File: config.mk
export PLATFORM = sky130hd
export DESIGN_NAME = sensor_cfg_regs
export DESIGN_NICKNAME = d
export VERILOG_FILES = /design/src/hdl/sensor_cfg_pkg.sv /design/src/hdl/reg_access_if.sv /design/src/hdl/wb_reg_port.sv /design/src/hdl/sensor_cfg_regs.sv
export SDC_FILE = /design/constraint.sdc
export NUM_CORES = 1
export LEC_CHECK = 0
export BUFFER_PORTS_ARGS = -buffer_cell sky130_fd_sc_hd__buf_4
export CAP_MARGIN = 0
export CORE_UTILIZATION = 50
export DETAILED_ROUTE_END_ITERATION = 10
export GPL_ROUTABILITY_DRIVEN = 1
export HOLD_SLACK_MARGIN = 0.1
export PLACE_DENSITY = 0.75
export SKIP_LAST_GASP = 1
export SLEW_MARGIN = 30
export SYNTH_ARGS = -nofsm -noshare
export SYNTH_HDL_FRONTEND = slang
export SYNTH_SLANG_ARGS = --single-unit
File: constraint.sdc
create_clock -name i_clk_sys -period 3.19 [get_ports i_clk_sys]
set_clock_uncertainty 0.05 [all_clocks]
set_input_delay 0.1595 -clock i_clk_sys [delete_from_list [all_inputs] [get_ports i_clk_sys]]
set_output_delay 0.1595 -clock i_clk_sys [all_outputs]
set_load 0.02 [all_outputs]
File: src/hdl/sensor_cfg_pkg.sv
package sensor_cfg_pkg;
    // Bus and word widths
    localparam int WB_AW = 10;
    localparam int WB_DW = 32;
    localparam int REG_W = 16;
    localparam int IDX_W = 8;
    localparam int SEL_W = 4;
    localparam int NUM_DATA_LANES = 4;

    // Register indices; byte address is index times four
    localparam logic [IDX_W-1:0] IDX_BIAS     = 8'h44;
    localparam logic [IDX_W-1:0] IDX_RSV_BIAS = 8'h46;
    localparam logic [IDX_W-1:0] IDX_CP       = 8'h48;
    localparam logic [IDX_W-1:0] IDX_RSV_A    = 8'h50;
    localparam logic [IDX_W-1:0] IDX_RSV_B    = 8'h51;
    localparam logic [IDX_W-1:0] IDX_RSV_C    = 8'h60;
    localparam logic [IDX_W-1:0] IDX_RSV_D    = 8'h61;
    localparam logic [IDX_W-1:0] IDX_PWR      = 8'h70;
    localparam logic [IDX_W-1:0] IDX_BCAL     = 8'h80;

    // Reset values
    localparam logic [REG_W-1:0] RST_BIAS     = 16'h0088;
    localparam logic [REG_W-1:0] RST_RSV_BIAS = 16'h8888;
    localparam logic [REG_W-1:0] RST_CP       = 16'h1200;
    localparam logic [REG_W-1:0] RST_RSV_A    = 16'h0000;
    localparam logic [REG_W-1:0] RST_RSV_B    = 16'h8881;
    localparam logic [REG_W-1:0] RST_RSV_C    = 16'h0000;
    localparam logic [REG_W-1:0] RST_RSV_D    = 16'h0000;
    localparam logic [REG_W-1:0] RST_PWR      = 16'h0000;
    localparam logic [REG_W-1:0] RST_BCAL     = 16'h4008;

    // Writable bits; the rest read as zero
    localparam logic [REG_W-1:0] MSK_BIAS     = 16'h00FF;
    localparam logic [REG_W-1:0] MSK_RSV_BIAS = 16'hFFFF;
    localparam logic [REG_W-1:0] MSK_CP       = 16'h7703;
    localparam logic [REG_W-1:0] MSK_RSV_A    = 16'h03FF;
    localparam logic [REG_W-1:0] MSK_RSV_B    = 16'hFFFF;
    localparam logic [REG_W-1:0] MSK_RSV_C    = 16'h003F;
    localparam logic [REG_W-1:0] MSK_PWR      = 16'h0007;
    localparam logic [REG_W-1:0] MSK_BCAL     = 16'hFFFF;

    // Field positions
    localparam int PWR_CLK_BIT   = 0;
    localparam int PWR_SYNC_BIT  = 1;
    localparam int PWR_DATA_BIT  = 2;
    localparam int CP_PD_EN_BIT  = 0;
    localparam int CP_FD_EN_BIT  = 1;
    localparam int CP_PD_TRIM_LO = 8;
    localparam int CP_FD_TRIM_LO = 12;
    localparam int TRIM_W        = 3;
    localparam int BCAL_LVL_LO   = 0;
    localparam int BCAL_LVL_W    = 8;
    localparam int BCAL_SMP_LO   = 8;
    localparam int BCAL_SMP_W    = 3;
    localparam int BIAS_IB_LO    = 0;
    localparam int BIAS_IR_LO    = 4;
    localparam int BIAS_W        = 4;
    localparam int SMP_CNT_W     = 8;
    localparam logic [SMP_CNT_W-1:0] RST_SMP_CNT = 8'h01;

    // Bus handshake states
    typedef enum logic {BUS_IDLE, BUS_ACK} bus_state_t;
endpackage

File: src/hdl/reg_access_if.sv
`timescale 1ns/10ps
interface reg_access_if import sensor_cfg_pkg::*; ();
    logic             req;
    logic             we;
    logic [IDX_W-1:0] idx;
    logic [REG_W-1:0] wdata;
    logic [1:0]       sel;
    logic             ack;

    modport port_side (output req, we, idx, wdata, sel, ack);
    modport reg_side  (input req, we, idx, wdata, sel, ack);
endinterface

File: src/hdl/wb_reg_port.sv
`timescale 1ns/10ps
module wb_reg_port import sensor_cfg_pkg::*; (
    input  wire logic             i_clk_sys,
    input  wire logic             i_rst_b,
    input  wire logic             i_wb_cyc,
    input  wire logic             i_wb_stb,
    input  wire logic             i_wb_we,
    input  wire logic [WB_AW-1:0] i_wb_adr,
    input  wire logic [WB_DW-1:0] i_wb_dat,
    input  wire logic [SEL_W-1:0] i_wb_sel,
    reg_access_if.port_side       bus
);
    typedef struct packed {
        bus_state_t st;
        logic       ack;
    } port_state_t;

    port_state_t s_q;
    port_state_t s_d;
    logic        req;

    // One request per cycle/strobe; held strobe during ack is not re-taken
    assign req = (s_q.st == BUS_IDLE) && i_wb_cyc && i_wb_stb;

    always_comb begin
        s_d = s_q;
        case (s_q.st)
            BUS_IDLE: begin
                s_d.ack = req;
                if (req) begin
                    s_d.st = BUS_ACK;
                end
            end
            BUS_ACK: begin
                s_d.ack = 1'b0;
                s_d.st  = BUS_IDLE;
            end
            default: begin
                s_d.ack = 1'b0;
                s_d.st  = BUS_IDLE;
            end
        endcase
    end

    always_ff @(posedge i_clk_sys or negedge i_rst_b) begin
        if (!i_rst_b) begin
            s_q <= '{st: BUS_IDLE, ack: 1'b0};
        end else begin
            s_q <= s_d;
        end
    end

    // Word index drops the byte offset bits
    assign bus.req   = req;
    assign bus.we    = i_wb_we;
    assign bus.idx   = i_wb_adr[WB_AW-1:2];
    assign bus.wdata = i_wb_dat[REG_W-1:0];
    assign bus.sel   = i_wb_sel[1:0];
    assign bus.ack   = s_q.ack;

    chk_ack_after_req: assert property (@(posedge i_clk_sys) disable iff (!i_rst_b)
        req |=> s_q.ack && !req) else $error("ack did not follow request");
    chk_ack_one_cycle: assert property (@(posedge i_clk_sys) disable iff (!i_rst_b)
        s_q.ack |=> !s_q.ack) else $error("ack held longer than one cycle");
endmodule // wb_reg_port

File: src/hdl/sensor_cfg_regs.sv
// Our own choice: the Wishbone slave port.
`timescale 1ns/10ps
module sensor_cfg_regs import sensor_cfg_pkg::*; #(
    parameter int NUM_LANES = NUM_DATA_LANES
) (
    input  wire logic                  i_clk_sys,
    input  wire logic                  i_rst_b,
    input  wire logic                  i_wb_cyc,
    input  wire logic                  i_wb_stb,
    input  wire logic                  i_wb_we,
    input  wire logic [WB_AW-1:0]      i_wb_adr,
    input  wire logic [WB_DW-1:0]      i_wb_dat,
    input  wire logic [SEL_W-1:0]      i_wb_sel,
    output logic      [WB_DW-1:0]      o_wb_dat,
    output logic                       o_wb_ack,
    output logic                       o_clk_lane_pwr_up,
    output logic                       o_sync_lane_pwr_up,
    output logic      [NUM_LANES-1:0]  o_data_lane_pwr_up,
    output logic                       o_pd_pump_en,
    output logic                       o_fd_pump_en,
    output logic      [TRIM_W-1:0]     o_pd_pump_trim,
    output logic      [TRIM_W-1:0]     o_fd_pump_trim,
    output logic      [BCAL_LVL_W-1:0] o_black_level,
    output logic      [BCAL_SMP_W-1:0] o_black_samples_log2,
    output logic      [SMP_CNT_W-1:0]  o_black_sample_count,
    output logic      [BIAS_W-1:0]     o_serial_bias_code,
    output logic      [BIAS_W-1:0]     o_serial_ref_code
);
    typedef struct packed {
        logic [REG_W-1:0]     bias;
        logic [REG_W-1:0]     rsv_bias;
        logic [REG_W-1:0]     cp;
        logic [REG_W-1:0]     rsv_a;
        logic [REG_W-1:0]     rsv_b;
        logic [REG_W-1:0]     rsv_c;
        logic [REG_W-1:0]     pwr;
        logic [REG_W-1:0]     bcal;
        logic [SMP_CNT_W-1:0] smp_cnt;
        logic [REG_W-1:0]     rdat;
    } cfg_state_t;

    localparam cfg_state_t STATE_RST = '{
        bias:     RST_BIAS,
        rsv_bias: RST_RSV_BIAS,
        cp:       RST_CP,
        rsv_a:    RST_RSV_A,
        rsv_b:    RST_RSV_B,
        rsv_c:    RST_RSV_C,
        pwr:      RST_PWR,
        bcal:     RST_BCAL,
        smp_cnt:  RST_SMP_CNT,
        rdat:     16'h0000
    };

    cfg_state_t s_q;
    cfg_state_t s_d;

    reg_access_if ra ();

    // Bus handshake and address split live in the port block
    wb_reg_port u_port (
        .i_clk_sys (i_clk_sys),
        .i_rst_b   (i_rst_b),
        .i_wb_cyc  (i_wb_cyc),
        .i_wb_stb  (i_wb_stb),
        .i_wb_we   (i_wb_we),
        .i_wb_adr  (i_wb_adr),
        .i_wb_dat  (i_wb_dat),
        .i_wb_sel  (i_wb_sel),
        .bus       (ra.port_side)
    );

    // Byte-lane merge; bits outside the mask stay zero
    function automatic logic [REG_W-1:0] merge(
        input logic [REG_W-1:0] old,
        input logic [REG_W-1:0] wd,
        input logic [1:0]       sel,
        input logic [REG_W-1:0] msk
    );
        logic [REG_W-1:0] lane;
        lane = {{8{sel[1]}}, {8{sel[0]}}};
        return ((wd & lane) | (old & ~lane)) & msk;
    endfunction

    // Read mux; unmapped indices and the read-only spare word give zero
    function automatic logic [REG_W-1:0] read_word(
        input cfg_state_t       s,
        input logic [IDX_W-1:0] idx
    );
        logic [REG_W-1:0] r;
        r = 16'h0000;
        case (idx)
            IDX_BIAS:     r = s.bias;
            IDX_RSV_BIAS: r = s.rsv_bias;
            IDX_CP:       r = s.cp;
            IDX_RSV_A:    r = s.rsv_a;
            IDX_RSV_B:    r = s.rsv_b;
            IDX_RSV_C:    r = s.rsv_c;
            IDX_RSV_D:    r = RST_RSV_D;
            IDX_PWR:      r = s.pwr;
            IDX_BCAL:     r = s.bcal;
            default:      r = 16'h0000;
        endcase
        return r;
    endfunction

    // Writes land at the edge the request is taken, same edge ack rises
    always_comb begin
        s_d = s_q;
        if (ra.req && ra.we) begin
            s_d.rdat = 16'h0000;
            case (ra.idx)
                IDX_BIAS: begin
                    s_d.bias = merge(s_q.bias, ra.wdata, ra.sel, MSK_BIAS);
                end
                IDX_RSV_BIAS: begin
                    s_d.rsv_bias = merge(s_q.rsv_bias, ra.wdata, ra.sel, MSK_RSV_BIAS);
                end
                IDX_CP: begin
                    s_d.cp = merge(s_q.cp, ra.wdata, ra.sel, MSK_CP);
                end
                IDX_RSV_A: begin
                    s_d.rsv_a = merge(s_q.rsv_a, ra.wdata, ra.sel, MSK_RSV_A);
                end
                IDX_RSV_B: begin
                    s_d.rsv_b = merge(s_q.rsv_b, ra.wdata, ra.sel, MSK_RSV_B);
                end
                IDX_RSV_C: begin
                    s_d.rsv_c = merge(s_q.rsv_c, ra.wdata, ra.sel, MSK_RSV_C);
                end
                IDX_PWR: begin
                    s_d.pwr = merge(s_q.pwr, ra.wdata, ra.sel, MSK_PWR);
                end
                IDX_BCAL: begin
                    s_d.bcal = merge(s_q.bcal, ra.wdata, ra.sel, MSK_BCAL);
                end
                default: begin
                    s_d.rdat = 16'h0000;
                end
            endcase
        end else if (ra.req) begin
            s_d.rdat = read_word(s_q, ra.idx);
        end
        // Sample count is registered so the data path sees a flop
        s_d.smp_cnt = SMP_CNT_W'(8'h01 << s_d.bcal[BCAL_SMP_LO +: BCAL_SMP_W]);
    end

    // Everything returns to documented defaults on reset
    always_ff @(posedge i_clk_sys or negedge i_rst_b) begin
        if (!i_rst_b) begin
            s_q <= STATE_RST;
        end else begin
            s_q <= s_d;
        end
    end

    // Bus answer
    assign o_wb_dat = {16'h0000, s_q.rdat};
    assign o_wb_ack = ra.ack;

    // Lane power controls, low means powered down
    assign o_clk_lane_pwr_up  = s_q.pwr[PWR_CLK_BIT];
    assign o_sync_lane_pwr_up = s_q.pwr[PWR_SYNC_BIT];

    // One shared control fans out to every data lane
    for (genvar g = 0; g < NUM_LANES; g++) begin : g_lane
        assign o_data_lane_pwr_up[g] = s_q.pwr[PWR_DATA_BIT];
    end

    // Charge pumps
    assign o_pd_pump_en   = s_q.cp[CP_PD_EN_BIT];
    assign o_fd_pump_en   = s_q.cp[CP_FD_EN_BIT];
    assign o_pd_pump_trim = s_q.cp[CP_PD_TRIM_LO +: TRIM_W];
    assign o_fd_pump_trim = s_q.cp[CP_FD_TRIM_LO +: TRIM_W];

    // Black calibration controls
    assign o_black_level        = s_q.bcal[BCAL_LVL_LO +: BCAL_LVL_W];
    assign o_black_samples_log2 = s_q.bcal[BCAL_SMP_LO +: BCAL_SMP_W];
    assign o_black_sample_count = s_q.smp_cnt;

    // Serial output bias codes
    assign o_serial_bias_code = s_q.bias[BIAS_IB_LO +: BIAS_W];
    assign o_serial_ref_code  = s_q.bias[BIAS_IR_LO +: BIAS_W];

    // Helper: power word untouched since reset
    logic pwr_wr;
    logic pwr_seen_q;
    assign pwr_wr = ra.req && ra.we && ra.idx == IDX_PWR && ra.sel[0];
    always_ff @(posedge i_clk_sys or negedge i_rst_b) begin
        if (!i_rst_b) begin
            pwr_seen_q <= 1'b0;
        end else if (pwr_wr) begin
            pwr_seen_q <= 1'b1;
        end
    end

    // Helper: low only in the first cycle after reset, before any write can land
    logic alive_q;
    always_ff @(posedge i_clk_sys or negedge i_rst_b) begin
        if (!i_rst_b) begin
            alive_q <= 1'b0;
        end else begin
            alive_q <= 1'b1;
        end
    end

    // Checks; the hold checks catch a write leaking into the wrong word
    chk_clk_lane_write: assert property (@(posedge i_clk_sys) disable iff (!i_rst_b)
        pwr_wr |=> o_clk_lane_pwr_up == $past(ra.wdata[0]))
        else $error("clock lane power does not follow write");
    chk_sync_lane_write: assert property (@(posedge i_clk_sys) disable iff (!i_rst_b)
        pwr_wr |=> o_sync_lane_pwr_up == $past(ra.wdata[1]))
        else $error("sync lane power does not follow write");
    chk_data_lanes_all: assert property (@(posedge i_clk_sys) disable iff (!i_rst_b)
        pwr_wr |=> o_data_lane_pwr_up == {NUM_LANES{$past(ra.wdata[2])}})
        else $error("data lanes not powered together");
    chk_lanes_reset_down: assert property (@(posedge i_clk_sys) disable iff (!i_rst_b)
        !pwr_seen_q |-> !o_clk_lane_pwr_up && !o_sync_lane_pwr_up
        && o_data_lane_pwr_up == '0)
        else $error("lane powered up without a write");
    chk_lane_hold: assert property (@(posedge i_clk_sys) disable iff (!i_rst_b)
        !pwr_wr |=> $stable(o_clk_lane_pwr_up) && $stable(o_sync_lane_pwr_up)
        && $stable(o_data_lane_pwr_up))
        else $error("lane power changed without a write");
    chk_pumps_enable: assert property (@(posedge i_clk_sys) disable iff (!i_rst_b)
        ra.req && ra.we && ra.idx == IDX_CP && ra.sel[0] |=>
        {o_fd_pump_en, o_pd_pump_en} == $past(ra.wdata[1:0]))
        else $error("pump enable does not follow write");
    chk_pump_en_hold: assert property (@(posedge i_clk_sys) disable iff (!i_rst_b)
        !(ra.req && ra.we && ra.idx == IDX_CP && ra.sel[0]) |=>
        $stable(o_pd_pump_en) && $stable(o_fd_pump_en))
        else $error("pump enable changed without a write");
    chk_pump_reset: assert property (@(posedge i_clk_sys) disable iff (!i_rst_b)
        !alive_q |-> !o_pd_pump_en && !o_fd_pump_en
        && o_pd_pump_trim == RST_CP[CP_PD_TRIM_LO +: TRIM_W]
        && o_fd_pump_trim == RST_CP[CP_FD_TRIM_LO +: TRIM_W])
        else $error("pump controls not at reset value");
    chk_trim_hold: assert property (@(posedge i_clk_sys) disable iff (!i_rst_b)
        !(ra.req && ra.we && ra.idx == IDX_CP) |=> $stable(o_pd_pump_trim)
        && $stable(o_fd_pump_trim))
        else $error("trim changed without a write");
    chk_trim_write: assert property (@(posedge i_clk_sys) disable iff (!i_rst_b)
        ra.req && ra.we && ra.idx == IDX_CP && ra.sel[1] |=>
        o_pd_pump_trim == $past(ra.wdata[10:8]) && o_fd_pump_trim == $past(ra.wdata[14:12]))
        else $error("trim does not follow write");
    chk_black_level: assert property (@(posedge i_clk_sys) disable iff (!i_rst_b)
        ra.req && ra.we && ra.idx == IDX_BCAL && ra.sel[0] |=>
        o_black_level == $past(ra.wdata[7:0]))
        else $error("black level does not follow write");
    chk_sample_count: assert property (@(posedge i_clk_sys) disable iff (!i_rst_b)
        ra.req && ra.we && ra.idx == IDX_BCAL && ra.sel[1] |=>
        o_black_sample_count == SMP_CNT_W'(8'h01 << $past(ra.wdata[10:8])))
        else $error("sample count not two to the power");
    chk_count_log2: assert property (@(posedge i_clk_sys) disable iff (!i_rst_b)
        o_black_sample_count == SMP_CNT_W'(8'h01 << o_black_samples_log2))
        else $error("sample count disagrees with exponent");
    chk_black_hold: assert property (@(posedge i_clk_sys) disable iff (!i_rst_b)
        !(ra.req && ra.we && ra.idx == IDX_BCAL) |=> $stable(o_black_level)
        && $stable(o_black_samples_log2) && $stable(o_black_sample_count))
        else $error("black controls changed without a write");
    chk_black_reset: assert property (@(posedge i_clk_sys) disable iff (!i_rst_b)
        !alive_q |-> o_black_level == RST_BCAL[BCAL_LVL_LO +: BCAL_LVL_W]
        && o_black_samples_log2 == RST_BCAL[BCAL_SMP_LO +: BCAL_SMP_W]
        && o_black_sample_count == RST_SMP_CNT)
        else $error("black controls not at reset value");
    chk_bias_readback: assert property (@(posedge i_clk_sys) disable iff (!i_rst_b)
        ra.req && !ra.we && ra.idx == IDX_BIAS |=> o_wb_ack
        && o_wb_dat[7:0] == {o_serial_ref_code, o_serial_bias_code})
        else $error("bias readback mismatch");
    chk_bias_write: assert property (@(posedge i_clk_sys) disable iff (!i_rst_b)
        ra.req && ra.we && ra.idx == IDX_BIAS && ra.sel[0] |=>
        {o_serial_ref_code, o_serial_bias_code} == $past(ra.wdata[7:0]))
        else $error("bias codes do not follow write");
    chk_bias_hold: assert property (@(posedge i_clk_sys) disable iff (!i_rst_b)
        !(ra.req && ra.we && ra.idx == IDX_BIAS && ra.sel[0]) |=>
        $stable(o_serial_ref_code) && $stable(o_serial_bias_code))
        else $error("bias codes changed without a write");
    chk_bias_reset: assert property (@(posedge i_clk_sys) disable iff (!i_rst_b)
        !alive_q |-> o_serial_bias_code == RST_BIAS[BIAS_IB_LO +: BIAS_W]
        && o_serial_ref_code == RST_BIAS[BIAS_IR_LO +: BIAS_W])
        else $error("bias codes not at reset value");
    chk_ro_word_zero: assert property (@(posedge i_clk_sys) disable iff (!i_rst_b)
        ra.req && !ra.we && ra.idx == IDX_RSV_D |=> o_wb_ack && o_wb_dat == '0)
        else $error("read-only spare word not zero");

    cov_pwr_write: cover property (@(posedge i_clk_sys) disable iff (!i_rst_b)
        pwr_wr ##1 o_data_lane_pwr_up[0]);
    cov_cp_read: cover property (@(posedge i_clk_sys) disable iff (!i_rst_b)
        ra.req && !ra.we && ra.idx == IDX_CP);
    cov_bcal_max: cover property (@(posedge i_clk_sys) disable iff (!i_rst_b)
        o_black_samples_log2 == 3'h7);
    cov_ro_write: cover property (@(posedge i_clk_sys) disable iff (!i_rst_b)
        ra.req && ra.we && ra.idx == IDX_RSV_D);
    cov_pumps_both: cover property (@(posedge i_clk_sys) disable iff (!i_rst_b)
        o_pd_pump_en && o_fd_pump_en);
endmodule // sensor_cfg_regs

==> results.tsv <==
stage	metric	value	unit
run_status	status	complete, no violations	
critical_path	crit-path cells	nand3b_2 -> dlygate4sd3_1 -> inv_1 -> nand3_2 -> nor3_2 -> mux2_2	
drt	final WL	12100	um
synthesis	Post-Syn Area	5450	sq um
cts	clock latency on the worst-skew pair	0.37	ns
floorplanning	die area	11300	sq um
cts	Clock Root Buffer	clkbuf_8	
floorplanning	row count	37	
global_routing	largest net degree at the start of global routing	63	
drt	drt via density	5.71	
timing	crit path time final	2.98	ns
synthesis	mean area per synthesized cell	12.0	sq um
placed_design	PortBufs	88	
synthesis	YS warnings	0	
global_routing	first-pass GRT wire length	19500	um
synthesis	area share of fa/ha/maj cells after synthesis	0	%
layout	share of layout cells above drive strength 1	41.7	%
placed_design	HPWL Detailed	8420	um
hold_path	hold crit path type	in -> reg	
synthesis	Post-synth EDFFs	0	
critical_path	flop2flop setup slack	0.21	ns
timing	unrepaired setup endpoints after global routing	no	
power	Pleak	0.00298	uW
synthesis	Synth Area in Compound Gates	9.98	%
timing	max-slew violation count	0	
drt	Final ANT Viol Nets	0	
synthesis	largest family of logic cells by synthesized area	multiplexers	
global_routing	initial antenna violation count	0	
timing	Worst-Margin Slew	0.952	ns
power	Tot Pwr	2390	uW
critical_path	WS Path Type	reg -> reg	
floorplanning	core area	10500	sq um
critical_path	crit path max fanout	8	
synthesis	Post-Synth Simple-Gate Area	10.3	%
critical_path	required time of the worst setup path	3.40	ns
critical_path	WP data arrival	3.19	ns
drt	via count	3720	
drt	WL per Instance	18.7	um
timing	endpoints failing hold	0	
timing	slew margin rel.	36.2	%
floorplanning	I/O Pins	125	
synthesis	sequential area share after synthesis	49.9	%
synthesis	cells after synthesis	455	
power	power density over the cells	389	nW/um^2
synthesis	async set-reset flop share out of synthesis	100	%
drt	Pre-antenna DRT Iters	5	
drt	DRT iter0 DRCs	308	
drt	DRC	0	
cts	Clock transition at path regs	0.10	ns
critical_path	Crit. End Element	flip-flop	
synthesis	Most used DFF post-synth	dfrtp_1	
floorplanning	initial core utilization	52.1	%
global_routing	total gr overflow	0	
timing	sum of negative setup slack	0	ns
floorplanning	Die Wd	106	um
layout	Post-layout nets	561	
cts	CTS Buf Count	9	
run	max-cap violations	0	
floorplanning	Die Y	106	um
layout	Area Overhead vs Synth	12.9	%
power	Max VDD drop	0.167	mV
timing	Achievable Freq	335	MHz
cts	CTS max path bufs	2	
global_routing	gr usage total	22.9	%
cts	clk sinks	108	
synthesis	Yosys cell types	52	
placed_design	Place WS	0.769	ns
global_routing	vias in the first global route	3680	
synthesis	synthesized flop and latch total	108	
cts	TritonCTS clock tree	built	
cts	H-tree levels	3	
layout	# diodes	0	
critical_path	CP peak stage delay	0.80	ns
cts	Post-CTS Resized	0	
placed_design	GP Congestion	0.838	
timing	endpoints failing setup	0	
layout	Final Util	58.9	%
critical_path	startpoint types	flip-flop	
critical_path	slowest stage cell, crit path	nor3_2	
timing	Final Worst Setup Slack	0.208	ns
timing	Tcrit/Tclk final	93.5	%
synthesis	multiplexer share of the synthesized area	17.7	%
synthesis	Synth Area in XOR/XNOR	0	%
[report_power, final]
group | switching (uW) | internal (uW) | leakage [uW] | total [uW]
Clock | 444 | 384 | 0.000100 | 828
Sequential | 5.69 | 1380 | 0.00144 | 1380
Combinational | 115 | 66.7 | 0.00144 | 182
Total | 564 | 1830 | 0.00298 | 2390
[metal layers]
metal  vias up  global-route usage (%)  share of wire [%]
li1       1664                       -                  -
met1      1876                    31.1                 42
met2       153                    35.8                 48
met3        27                    4.90                6.9
met4         0                    9.10                2.6
met5         -                       0                  0
[per-stage QoR]
step                area [sq um]  cells  hold slack [ns]
floorplan                   5510    470           -0.186
global placement            5770    616            0.156
detailed placement          5770    616            0.164
CTS                         6160    651            0.207
global route                6160    651            0.253
finish                      6160    651            0.223
[placed cells by master, fill, tap and decap left out, types with 13 or more instances in the layout]
master / n
dfstp_2: 15
nor2_1: 21
nand2_1: 36
mux2_2: 74
mux2i_1: 13
dlygate4sd3_1: 19
conb_1: 16
o21ai_0: 13
buf_4: 93
dfrtp_1: 93
[Yosys cell counts, types with 4 or more instances]
master	count	area share [%]
nor2_1	21	1.4
nand2_1	36	2.5
nor3_1	6	0.55
dfstp_2	15	7.2
dfrtp_1	93	43
o21ai_0	13	1.2
mux2_2	74	15
inv_1	8	0.55
a22o_1	6	0.96
a222oi_1	6	1.1
buf_6	5	1.0
a221oi_1	6	0.96
mux2i_1	13	2.4
a31oi_1	6	0.69
o32ai_1	4	0.64
a21oi_1	9	0.83
clkbuf_1	5	0.34
buf_4	71	9.8
[cell type report]
cell class | instances | area (sq um)
sequential | 108 | 2720
clock inverter | 4 | 48.8
inverter | 9 | 33.8
tap | 136 | 170
timing repair buffer | 113 | 908
multi-input combinational | 269 | 2130
fill | 873 | 4300
clock buffer | 12 | 145
[repair_timing]
action | CTS | global route
hold endpoints to repair | 123 | 0
hold buffers | 19 | 0
setup buffers | 0 | 0
[logic make-up (layout without fill, tap and decap cells)]
| kind of cell | Yosys count | after routing |
|---|---|---|
| AOI/OAI and AO/OA | 71 | 71 |
| buffers and inverters | 93 | 138 |
| DFF | 108 | 108 |
| other | 1 | 16 |
| and+or+nand+nor | 95 | 95 |
| muxes | 87 | 87 |
[critical path, delay by kind of cell, from the launching register on]
family,cells,cell delay (ns)
simple gates,3,1.28
buf+inv,2,0.72
mux,1,0.42
flops,1,0.39
[final timing paths]
check | start | depth (start not counted) | endpoint
max in group asynchronous | i_rst_b | 3 | o_black_sample_count[0]
worst min register to register | flip-flop | 2 | flip-flop
worst max register to register | u_port.bus.ack | 6 | flip-flop
min in group asynchronous | i_rst_b | 2 | async pin
worst max-delay path | u_port.bus.ack | 6 | flip-flop
worst min-delay path | i_wb_adr[7] | 4 | o_wb_dat[7]
Note: power is estimated with default switching activity, not from simulation.
